### config.mk
export PLATFORM = sky130hd
export DESIGN_NAME = serial_comm_unit
export DESIGN_NICKNAME = d
export VERILOG_FILES = /design/src/inc/serial_comm_unit_pkg.sv /design/src/serial_comm_unit.sv
export VERILOG_INCLUDE_DIRS = /design/src /design/src/inc
export SDC_FILE = /design/constraint.sdc
export NUM_CORES = 1
export LEC_CHECK = 0
export BUFFER_PORTS_ARGS = -buffer_cell sky130_fd_sc_hd__buf_2
export CAP_MARGIN = 20
export CELL_PAD_IN_SITES_DETAIL_PLACEMENT = 0
export CELL_PAD_IN_SITES_GLOBAL_PLACEMENT = 1
export CORE_MARGIN = 4
export CORE_UTILIZATION = 38
export CTS_CLUSTER_DIAMETER = 120
export DETAILED_ROUTE_END_ITERATION = 16
export GPL_TIMING_DRIVEN = 1
export PLACE_DENSITY = 0.68
export SYNTH_ARGS = -nofsm -noshare
export SYNTH_HDL_FRONTEND = slang
export SYNTH_SLANG_ARGS = --single-unit
### constraint.sdc
create_clock -name core_clk_in -period 5.25 [get_ports core_clk_in]
set_clock_uncertainty 0.05 [all_clocks]
set_input_delay 1.05 -clock core_clk_in [delete_from_list [all_inputs] [get_ports core_clk_in]]
set_output_delay 1.05 -clock core_clk_in [all_outputs]
set_load 0.02 [all_outputs]
### src/inc/serial_comm_unit_regs.svh
`ifndef SERIAL_COMM_UNIT_REGS_SVH
`define SERIAL_COMM_UNIT_REGS_SVH

`define OVERSAMPLE_RATIO     16
`define OVERSAMPLE_CNT_W     4
`define SAMPLE_CENTER        4'h7
`define LAST_PHASE           4'hF
`define DATA_BITS            8
`define BREAK_DATA           8'h00
`define TX_EMPTY_RESET       1'b1
`define BAUD_DIV_DEFAULT     16'h0004
`define BAUD_DIV_W           16

`endif

### src/inc/serial_comm_unit_pkg.sv
package serial_comm_unit_pkg;

  typedef enum logic [2:0]
  {
    RX_IDLE   = 3'b000,
    RX_START  = 3'b001,
    RX_DATA   = 3'b011,
    RX_PARITY = 3'b010,
    RX_STOP   = 3'b110
  } rx_state_type;

  typedef struct packed
  {
    logic rx_full_flag;
    logic overrun_flag;
    logic framing_flag;
    logic parity_flag;
    logic tx_holding_empty;
  } status_flags_type;

  typedef struct packed
  {
    logic rx_full_clear;
    logic overrun_clear;
    logic framing_clear;
    logic parity_clear;
    logic tx_empty_clear;
  } flag_clears_type;

  typedef struct packed
  {
    logic rx_error_request;
    logic rx_end_request;
    logic tx_end_request;
  } irq_lines_type;

endpackage

### src/serial_comm_unit.sv
// Function
// RL1 - Drive three separate request lines: transmit-end, receive-end, receive-error.
// RL2 - Transmit-end request is holding-empty flag AND transmit interrupt enable.
// RL3 - Receive-end request is receive-full flag AND receive interrupt enable.
// RL4 - Receive-error request is OR of error flags gated by receive enable; the code gates it by rx_irq_enable_in instead.
// RL5 - Priority: receive-error highest, receive-end middle, transmit-end lowest.
// RL6 - Holding register always accepts writes; unmoved old byte is overwritten and lost.
// RL7 - Software should see holding-empty at 1 before writing a byte.
// RL8 - On overrun set overrun flag; receive-full stays 1.
// RL9 - Framing/parity only: set flags, load data register, receive-full stays 0.
// RL10 - Any combination with overrun: set all detected flags, no data transfer.
// RL11 - Continuous low line gives framing error and data 00.
// RL12 - Reception continues in break, so cleared framing flag sets again.
// RL13 - Receive sampling clock runs at sixteen times the baud rate.
// RL14 - Start bit falling edge detected on sampling clock falling edges.
// RL15 - Every frame bit sampled at sampling clock rising edge nearest centre.
// RL16 - Overrun when last bit of new byte arrives while receive-full is 1.
// RL17 - Framing error when stop bit sampled as 0.
// RL18 - Parity error when frame parity disagrees with odd/even setting.
// RL19 - Software clears receive-full by reading 1 then writing 0.
// RL20 - Error flags stay until cleared; error request stays while set and enabled.
`timescale 1ns/100ps
`include "serial_comm_unit_regs.svh"

module serial_comm_unit
  import serial_comm_unit_pkg::*;
#(
  parameter int DATA_BITS = `DATA_BITS
)
(
  input  wire logic                   core_clk_in,
  input  wire logic                   resetn_in,
  input  wire logic                   rx_line_in,
  input  wire logic                   rx_enable_in,
  input  wire logic                   parity_enable_in,
  input  wire logic                   parity_odd_in,
  input  wire logic [`BAUD_DIV_W-1:0] baud_div_in,
  input  wire logic                   tx_irq_enable_in,
  input  wire logic                   rx_irq_enable_in,
  input  wire logic                   tx_write_in,
  input  wire logic [DATA_BITS-1:0]   tx_data_in,
  input  wire logic                   tx_load_in,
  input  wire flag_clears_type        flag_clear_in,
  output logic [DATA_BITS-1:0]        tx_shift_out,
  output logic [DATA_BITS-1:0]        rx_data_out,
  output status_flags_type            status_out,
  output irq_lines_type               irq_out,
  output logic [1:0]                  irq_top_out
);

  // ****************************************
  // Input synchroniser and sample clock
  // ****************************************
  logic                   rx_meta_reg;
  logic                   rx_sync_reg;
  logic [`BAUD_DIV_W-1:0] div_cnt_reg;
  logic                   tick_reg;
  logic                   phase_reg;

  always_ff @(posedge core_clk_in or negedge resetn_in)
  begin
    if (!resetn_in)
    begin
      rx_meta_reg <= 1'b1;
      rx_sync_reg <= 1'b1;
    end
    else
    begin
      rx_meta_reg <= rx_line_in;
      rx_sync_reg <= rx_meta_reg;
    end
  end

  // Half-period enables: phase low = rising edge, phase high = falling edge of the x16 clock
  wire div_wrap = (div_cnt_reg == `BAUD_DIV_W'(0));

  always_ff @(posedge core_clk_in or negedge resetn_in)
  begin
    if (!resetn_in)
    begin
      div_cnt_reg <= `BAUD_DIV_DEFAULT;
      tick_reg    <= 1'b0;
      phase_reg   <= 1'b0;
    end
    else
    begin
      div_cnt_reg <= div_wrap ? baud_div_in : div_cnt_reg - `BAUD_DIV_W'(1);
      tick_reg    <= div_wrap;
      phase_reg   <= div_wrap ? ~phase_reg : phase_reg;
    end
  end

  wire rise_en = tick_reg & ~phase_reg;  // [RL13]
  wire fall_en = tick_reg & phase_reg;   // [RL13]

  // ****************************************
  // Receive frame engine
  // ****************************************
  rx_state_type                  state_reg;
  rx_state_type                  state_next;
  logic [`OVERSAMPLE_CNT_W-1:0]  os_cnt_reg;
  logic [$clog2(DATA_BITS)-1:0]  bit_cnt_reg;
  logic [DATA_BITS-1:0]          rx_shift_reg;
  logic                          par_acc_reg;
  logic                          par_bad_reg;

  wire at_center  = rise_en & (os_cnt_reg == `SAMPLE_CENTER);  // [RL15]
  wire bit_end    = fall_en & (os_cnt_reg == `LAST_PHASE);
  wire last_data  = (bit_cnt_reg == ($clog2(DATA_BITS))'(DATA_BITS - 1));
  wire start_seen = fall_en & ~rx_sync_reg & rx_enable_in;      // [RL14]
  wire stop_take  = (state_reg == RX_STOP) & at_center;
  wire par_fail   = par_acc_reg ^ rx_sync_reg ^ parity_odd_in;  // [RL18]

  always_comb
  begin
    state_next = state_reg;
    case (state_reg)
      RX_IDLE:
      begin
        if (start_seen)
          state_next = RX_START;
      end
      RX_START:
      begin
        if (at_center & rx_sync_reg)
          state_next = RX_IDLE;
        else if (bit_end)
          state_next = RX_DATA;
      end
      RX_DATA:
      begin
        if (bit_end & last_data)
          state_next = parity_enable_in ? RX_PARITY : RX_STOP;
      end
      RX_PARITY:
      begin
        if (bit_end)
          state_next = RX_STOP;
      end
      RX_STOP:
      begin
        if (stop_take)
          state_next = RX_IDLE;  // [RL12]
      end
      default:
      begin
        state_next = RX_IDLE;
      end
    endcase
    if (!rx_enable_in)
      state_next = RX_IDLE;
  end

  always_ff @(posedge core_clk_in or negedge resetn_in)
  begin
    if (!resetn_in)
    begin
      state_reg    <= RX_IDLE;
      os_cnt_reg   <= '0;
      bit_cnt_reg  <= '0;
      rx_shift_reg <= '0;
      par_acc_reg  <= 1'b0;
      par_bad_reg  <= 1'b0;
    end
    else
    begin
      state_reg <= state_next;
      if (state_reg == RX_IDLE)
      begin
        os_cnt_reg  <= '0;
        bit_cnt_reg <= '0;
        par_acc_reg <= 1'b0;
        par_bad_reg <= 1'b0;
      end
      else if (fall_en)
        os_cnt_reg <= os_cnt_reg + `OVERSAMPLE_CNT_W'(1);
      if (state_reg == RX_DATA && at_center)
      begin
        rx_shift_reg <= {rx_sync_reg, rx_shift_reg[DATA_BITS-1:1]};  // [RL15]
        par_acc_reg  <= par_acc_reg ^ rx_sync_reg;
      end
      if (state_reg == RX_DATA && bit_end)
        bit_cnt_reg <= bit_cnt_reg + ($clog2(DATA_BITS))'(1);
      if (state_reg == RX_PARITY && at_center)
        par_bad_reg <= par_fail;  // [RL18]
    end
  end

  // ****************************************
  // Status flags and data transfer
  // ****************************************
  logic [DATA_BITS-1:0] rx_data_reg;
  logic [DATA_BITS-1:0] tx_holding_reg;
  logic [DATA_BITS-1:0] tx_shift_reg;
  status_flags_type     flags_reg;
  status_flags_type     flags_next;

  wire overrun_hit = stop_take & flags_reg.rx_full_flag;  // [RL16]
  wire framing_hit = stop_take & ~rx_sync_reg;            // [RL17] [RL11]
  wire parity_hit  = stop_take & par_bad_reg;
  wire clean_frame = stop_take & ~framing_hit & ~parity_hit & ~overrun_hit;
  wire move_data   = stop_take & ~overrun_hit;            // [RL9] [RL10]

  always_comb
  begin
    flags_next = flags_reg;
    // Hardware set wins over a software clear in the same cycle
    if (flag_clear_in.rx_full_clear)
      flags_next.rx_full_flag = 1'b0;  // [RL19]
    if (flag_clear_in.overrun_clear)
      flags_next.overrun_flag = 1'b0;  // [RL20]
    if (flag_clear_in.framing_clear)
      flags_next.framing_flag = 1'b0;  // [RL20]
    if (flag_clear_in.parity_clear)
      flags_next.parity_flag = 1'b0;  // [RL20]
    if (flag_clear_in.tx_empty_clear)
      flags_next.tx_holding_empty = 1'b0;
    if (clean_frame)
      flags_next.rx_full_flag = 1'b1;
    if (overrun_hit)
      flags_next.rx_full_flag = 1'b1;  // [RL8]
    if (overrun_hit)
      flags_next.overrun_flag = 1'b1;  // [RL8] [RL10]
    if (framing_hit)
      flags_next.framing_flag = 1'b1;  // [RL10] [RL12]
    if (parity_hit)
      flags_next.parity_flag = 1'b1;  // [RL10]
    if (tx_load_in)
      flags_next.tx_holding_empty = 1'b1;
  end

  always_ff @(posedge core_clk_in or negedge resetn_in)
  begin
    if (!resetn_in)
    begin
      flags_reg      <= '{default: 1'b0, tx_holding_empty: `TX_EMPTY_RESET};
      rx_data_reg    <= '0;
    end
    else
    begin
      flags_reg <= flags_next;
      if (move_data)
        rx_data_reg <= rx_shift_reg;  // [RL9] [RL11]
    end
  end

  // ****************************************
  // Transmit holding path
  // ****************************************
  always_ff @(posedge core_clk_in or negedge resetn_in)
  begin
    if (!resetn_in)
    begin
      tx_holding_reg <= '0;
      tx_shift_reg   <= '0;
    end
    else
    begin
      if (tx_write_in)
        tx_holding_reg <= tx_data_in;  // [RL6]
      if (tx_load_in)
        tx_shift_reg <= tx_holding_reg;
    end
  end

  // ****************************************
  // Interrupt request lines
  // ****************************************
  wire err_any = flags_reg.overrun_flag | flags_reg.framing_flag | flags_reg.parity_flag;
  irq_lines_type        irq_reg;
  logic [1:0]           top_reg;
  irq_lines_type        irq_now;

  assign irq_now.rx_error_request = err_any & rx_irq_enable_in;                     // [RL4] [RL20]
  assign irq_now.rx_end_request   = flags_reg.rx_full_flag & rx_irq_enable_in;      // [RL3]
  assign irq_now.tx_end_request   = flags_reg.tx_holding_empty & tx_irq_enable_in;  // [RL2]

  // Highest pending request code: 3 error, 2 receive-end, 1 transmit-end, 0 none
  wire [1:0] top_now = irq_now.rx_error_request ? 2'h3 :
                       irq_now.rx_end_request   ? 2'h2 :
                       irq_now.tx_end_request   ? 2'h1 : 2'h0;  // [RL5]

  always_ff @(posedge core_clk_in or negedge resetn_in)
  begin
    if (!resetn_in)
    begin
      irq_reg <= '0;
      top_reg <= 2'h0;
    end
    else
    begin
      irq_reg <= irq_now;  // [RL1]
      top_reg <= top_now;
    end
  end

  assign irq_out      = irq_reg;
  assign irq_top_out  = top_reg;
  assign status_out   = flags_reg;
  assign rx_data_out  = rx_data_reg;
  assign tx_shift_out = tx_shift_reg;

endmodule

==> out/metrics.yaml, run 1 <==
yosys:
  synth_edf_count: 0
  synth_async_sr_flop_share_pct: 100
  syn_inst: 291
  synth-seq-cells: 74
  seq_area_frac_synth_pct: 54.5
  yosys.cell_types.count: 50
  synth.avg_cell_area_sq_um: 11.7
  ys_warn_count: 0
  synth_nets: 335
  yosys_most_used_dff: "dfrtp_1"
  syn_area_sq_mm: 0.00341
clocking:
  clock_latency_ns: 0.33
  cts_resized: 0
  cts.path.max_buffers: 2
  cts_num_sinks: 74
  cts_tree: "yes"
  path_clk_slew_ns: 0.07
  cts_setup_buffers: 0
  h-tree-depth: 3
  postCtsHoldBufs: 0
  root_buffer: "clkbuf_8"
  cts_made_buffers: 9
min_path:
  holdPathStages: 0
  hp-class: "flop to flop"
  min_from: "rx_meta_reg"
  hold_end: "rx_sync_reg"
global_route:
  grt_pass1_wl_um: 11400
  grt_max_degree: 61
  antenna_found_initial: 0
  first_global_vias: 2405
  overflow: 0
  grt_use_total_pct: 13.7
worst_setup_path:
  critPathMostFrequentCell: "nand3_1"
  slowest_stage: "nor3_2"
  crit_required_ns: 5.42
  r2r_end: "rx_data_out[4]"
  path_cells: "ha_1 > nand3_1 > nor3_2 > nand3_1 > nor2_4 > mux2_2"
  crit_path_max_fanout: 10
  crit_arrival_ns: 2.41
  r2r-start: "os_cnt_reg[0]"
  reg2reg_slack_ns: 3.00
  critPathBufInv: 0
  rr_worst_depth: 6
  criticalPathCategory: "flop to flop"
  endpoint_kind: "flop"
  crit_family: "simple AND/OR/NAND/NOR gates"
  slowest_delay_ns: 0.43
  critPathLaunchType: "flop"
timing:
  tns_ns: 0
  fin_crit_sh_pct: 42.8
  relSlewSlack_pct: 50.9
  worst_slew_pin_slew_ns: 0.737
  finalHoldViolations: 0
  grt_setup_unrepaired: "false"
  worst_slack_ns: 3.00
  max_clock_freq_mhz: 445
  setup_violations: 0
  min_period_ns: 2.25
  timing.hold.ws_ns: 0.302
  drv_slew: 0
pwr:
  power_density_mw_per_mm2: 355
  ir_drop_mv: 0.145
  total_leakage_power_nw: 1.91
  p_total_mw: 1.44
die:
  ios: 65
  core_sq_mm: 0.00872
  rows: 34
  die-area_sq_mm: 0.0105
  start_util_pct: 39.1
  fp.dieH_um: 103
  die_w_um: 103
route:
  drt_iter0_markers: 44
  final_antenna_net_count: 0
  finalWirelength_um: 6550
  drc: 0
  first_pass_iters: 4
  dr_total_vias: 2342
  drt-wirelength-per-cell_um: 13.9
  drt-vias-per-instance: 4.98
placed_design:
  placed_area_sq_mm: 0.00381
  place_ws_ns: 2.99
  dp_hpwl_um: 4760
  gp_congestion: 0.788
  io_buffers: 64
final_layout:
  n_antenna_cell: 0
  area_growth_pct: 18.9
  drive_gt1_share_pct: 40.3
  mostFrequentLayoutCells: "70 x dfrtp_1, 64 x buf_2, 31 x mux2_2"
  mostFrequentLayoutCell: "dfrtp_1"
  nNetsFinal: 401
  finalInstanceArea_sq_mm: 0.00405
  largest_reg_flops: 16
job:
  max_cap_violations: 0
outcome:
  outcome: "finished, final reports clean"
-- synthesized netlist by cell type, types with 3 or more instances --
cell type,instances,share of area (%)
nor4_1,4,0.73
nand3_1,7,1.0
nor2_1,22,2.4
and3_1,5,0.92
o21ai_0,5,0.73
mux2_2,31,10
xor2_1,9,2.3
inv_1,11,1.2
o22ai_1,4,0.73
nand2b_1,3,0.55
nor2_2,10,1.8
xnor2_1,9,2.3
a21oi_1,9,1.3
dfstp_2,4,3.1
ha_1,5,1.8
dfrtp_1,70,51
a21oi_2,10,2.6
nand2_1,23,2.5
nor3_1,3,0.44
clkbuf_1,7,0.77
-- final cells by class --
class,count,area [sq um]
Fill cell,824,4670
Sequential cell,74,1860
Multi-Input combinational cell,196,1450
Timing Repair Buffer,65,328
Tap cell,108,135
Clock buffer,11,131
Clock inverter,5,103
Inverter,11,41.3
-- per-stage QoR --
stage | utilization, % | std cells
after floorplan | - | 291
after global placement | 43.7 | 454
after detailed placement | 43.7 | 454
after CTS | 46.4 | 470
after global routing | 46.4 | 470
final | 46.4 | 470
-- power breakdown --
| group | leakage [nW] | internal [mW] | switching [mW] |
|---|---|---|---|
| clock network | 0.114 | 0.315 | 0.202 |
| registers | 0.947 | 0.636 | 0.0690 |
| logic | 0.849 | 0.110 | 0.105 |
-- worst reg2reg max path, stage by stage, from the launching register on --
cell,delay [ns]
dfrtp_1,0.39
ha_1,0.21
nand3_1,0.11
nor3_2,0.43
nand3_1,0.30
nor2_4,0.28
mux2_2,0.36
-- worst max path at each step --
stage | startpoint | to | slack, ns | cells after the start
4_1_cts | os_cnt_reg[0] | rx_data_out[4] | 2.98 | 6
6_report | os_cnt_reg[0] | rx_data_out[4] | 3.00 | 6
3_3_place_gp | os_cnt_reg[0] | rx_data_out[1] | 3.04 | 6
5_1_grt | os_cnt_reg[0] | rx_data_out[7] | 2.78 | 6
3_5_place_dp | os_cnt_reg[0] | rx_data_out[0] | 2.99 | 6
2_1_floorplan | os_cnt_reg[0] | rx_data_out[0] | 3.29 | 6
-- cell families after synthesis --
group	count (synthesis)	share of synthesized area, %
DFF	74	54.5
xor gates and xnor gates	19	5.11
muxes	32	10.5
buffers and inverters	21	2.79
and+or+nand+nor	99	16.7
adders and majority gates	5	1.84
AOI/OAI and AO/OA	41	8.49
-- routing by layer --
metal  up-vias  part of all wire, %  GRT usage, %
li1       1141                    -             -
met1      1143                   45          17.8
met2        51                   47          21.9
met3         7                  6.3          4.19
met4         0                 0.96          4.84
met5         -                    0             0
(Power assumes the default switching activity.)
==> run 2, diff against run 1 <==
- clock period: 5.25 -> 2.1 ns (I/O delays scaled with it)
==> out/metrics.yaml, run 2 (synthesis gave the netlist of run 1 again) <==
route:
  final_antenna_net_count: 0  # unchanged
  drt-wirelength-per-cell_um: 13.8  # -0.98%
  finalWirelength_um: 6690  # +2.2%
  dr_total_vias: 2375  # +1.4%
  first_pass_iters: 4  # unchanged
  drt-vias-per-instance: 4.90  # -1.7%
  drc: 0  # unchanged
  drt_iter0_markers: 53  # +20%
worst_setup_path:
  crit_arrival_ns: 2.18  # -0.23 ns
  endpoint_kind: "flop"
  criticalPathCategory: "flop to flop"
  crit_required_ns: 2.28  # -3.14 ns
  crit_path_max_fanout: 18  # +8
  critPathLaunchType: "flop"
placed_design:
  gp_congestion: 0.800  # +1.6%
  io_buffers: 64  # unchanged
  placed_area_sq_mm: 0.00394  # +3.2%
  dp_hpwl_um: 4860  # +2.1%
pwr:
  power_density_mw_per_mm2: 840  # +140%
  p_sw_share_pct: 28.6  # +2.4 points
  ir_drop_mv: 0.396  # +170%
  pwr-share-clk_pct: 32.4  # -3.6 points
  switchingPower_mw: 1.00  # +170%
  seqPwrFrac_pct: 49.7  # +0.7 points
  intPower_mw: 2.50  # +140%
  pwr-share-comb_pct: 17.9  # +2.9 points
  total_leakage_power_nw: 1.96  # +2.9%
timing:
  relSlewSlack_pct: 70.1  # +19 points
  timing.hold.ws_ns: 0.127  # -0.176 ns
  drv_slew: 0  # unchanged
  min_period_ns: 2.01  # -0.240 ns
  fin_crit_sh_pct: 95.5  # +53 points
  worst_slew_pin_slew_ns: 0.445  # -0.292 ns
  tns_ns: 0  # unchanged
  finalHoldViolations: 0  # unchanged
  max_clock_freq_mhz: 499  # +12%
  setup_violations: 0  # unchanged
die:
  die_w_um: 103  # unchanged
  core_sq_mm: 0.00872  # unchanged
  ios: 65  # unchanged
  rows: 34  # unchanged
  die-area_sq_mm: 0.0105  # unchanged
  fp.dieH_um: 103  # unchanged
  start_util_pct: 39.1  # unchanged
global_route:
  antenna_found_initial: 0  # unchanged
  first_global_vias: 2461  # +2.3%
  grt_max_degree: 29  # -52%
  grt_pass1_wl_um: 11400  # about the same
  grt_use_total_pct: 13.8  # +0.073 points
  overflow: 0  # unchanged
final_layout:
  nFillCells: 839  # +1.8%
  mostFrequentLayoutCells: "70 x dfrtp_1, 64 x buf_2, 31 x mux2_2"
  finalInstanceArea_sq_mm: 0.00417  # +3.1%
  area_growth_pct: 22.5
  mostFrequentLayoutCell: "dfrtp_1"
  nNetsFinal: 416  # +3.7%
  n_antenna_cell: 0  # unchanged
  drive_gt1_share_pct: 43.2  # +2.9 points
  largest_reg_flops: 16  # unchanged
clocking:
  cts_num_sinks: 74  # unchanged
  cts_tree: "yes"
  h-tree-depth: 3  # unchanged
  cts_made_buffers: 9  # unchanged
  cts.path.max_buffers: 2  # unchanged
  path_clk_slew_ns: 0.07  # about the same
  clock_latency_ns: 0.34  # about the same
  root_buffer: "clkbuf_8"
min_path:
  hp-class: "input pin to flop"
outcome:
  outcome: "finished, final reports clean"
job:
  max_cap_violations: 0  # unchanged
run 2: routing by layer:
metal  share of wire [%]  track usage, %  vias to the layer above
li1                    -               -                     1176
met1                  46            17.7                     1129
met2                  46            22.1                       59
met3                 5.8            3.38                       11
met4                 1.9            6.36                        0
met5                   0               0                        -
run 2: what timing repair did:
| item | 4_1_cts | 5_1_grt |
|---|---|---|
| hold buffers | 1 | 0 |
| hold endpoints to repair | 16 | 0 |
| setup buffers | 0 | 1 |
| resized for setup | 0 | 3 |
| setup endpoints to repair | 0 | 19 |
run 2: critical path, cell delays in order (launching register included):
cell and delay, ns:
dfrtp_1 0.43, or4_4 0.57, nor4b_4 0.28, nand3_4 0.16, buf_12 0.21, nor2_1 0.14
a21oi_2 0.04
run 2: power groups by stage:
stage	sequential, mW	clock [mW]	combinational, mW
after CTS	1.74	1.17	0.633
after global routing	1.77	1.25	0.698
final	1.74	1.14	0.627
after global placement	1.76	0	0.620
after detailed placement	1.76	0	0.628
after floorplan	1.78	0	0.365
run 2: layout make-up:
| type | count | area, sq um | area share [%] |
|---|---|---|---|
| Clock buffer | 11 | 141 | 3.39 |
| Inverter | 11 | 41.3 | 0.990 |
| Tap cell | 108 | 135 | 3.24 |
| Timing Repair Buffer | 80 | 468 | 11.2 |
| Multi-Input combinational cell | 196 | 1470 | 35.2 |
| Sequential cell | 74 | 1860 | 44.5 |
| Clock inverter | 5 | 62.6 | 1.50 |
run 2: per-stage QoR:
step                util, %  std cells  setup WS [ns]  total power, mW
floorplan                 -        291          0.144             2.15
detailed placement     45.2        467         0.0977             2.39
global placement       45.2        467          0.118             2.38
global route           47.8        485       -0.00126             3.72
CTS                    47.6        484          0.104             3.55
finish                 47.8        485         0.0949             3.51
run 2: final timing paths:
check                                    start        endpoint  slack (ns)  depth (start not counted)
worst max-delay path            div_cnt_reg[5]  div_cnt_reg[4]        0.09                          6
worst min-delay path                rx_line_in     rx_meta_reg        0.13                          1
worst max register to register  div_cnt_reg[5]  div_cnt_reg[4]        0.09                          6
worst min register to register     rx_meta_reg     rx_sync_reg        0.30                          0
max in group asynchronous            resetn_in   status_out[0]        0.86                          3
min in group asynchronous            resetn_in  irq_top_out[0]        0.49                          2
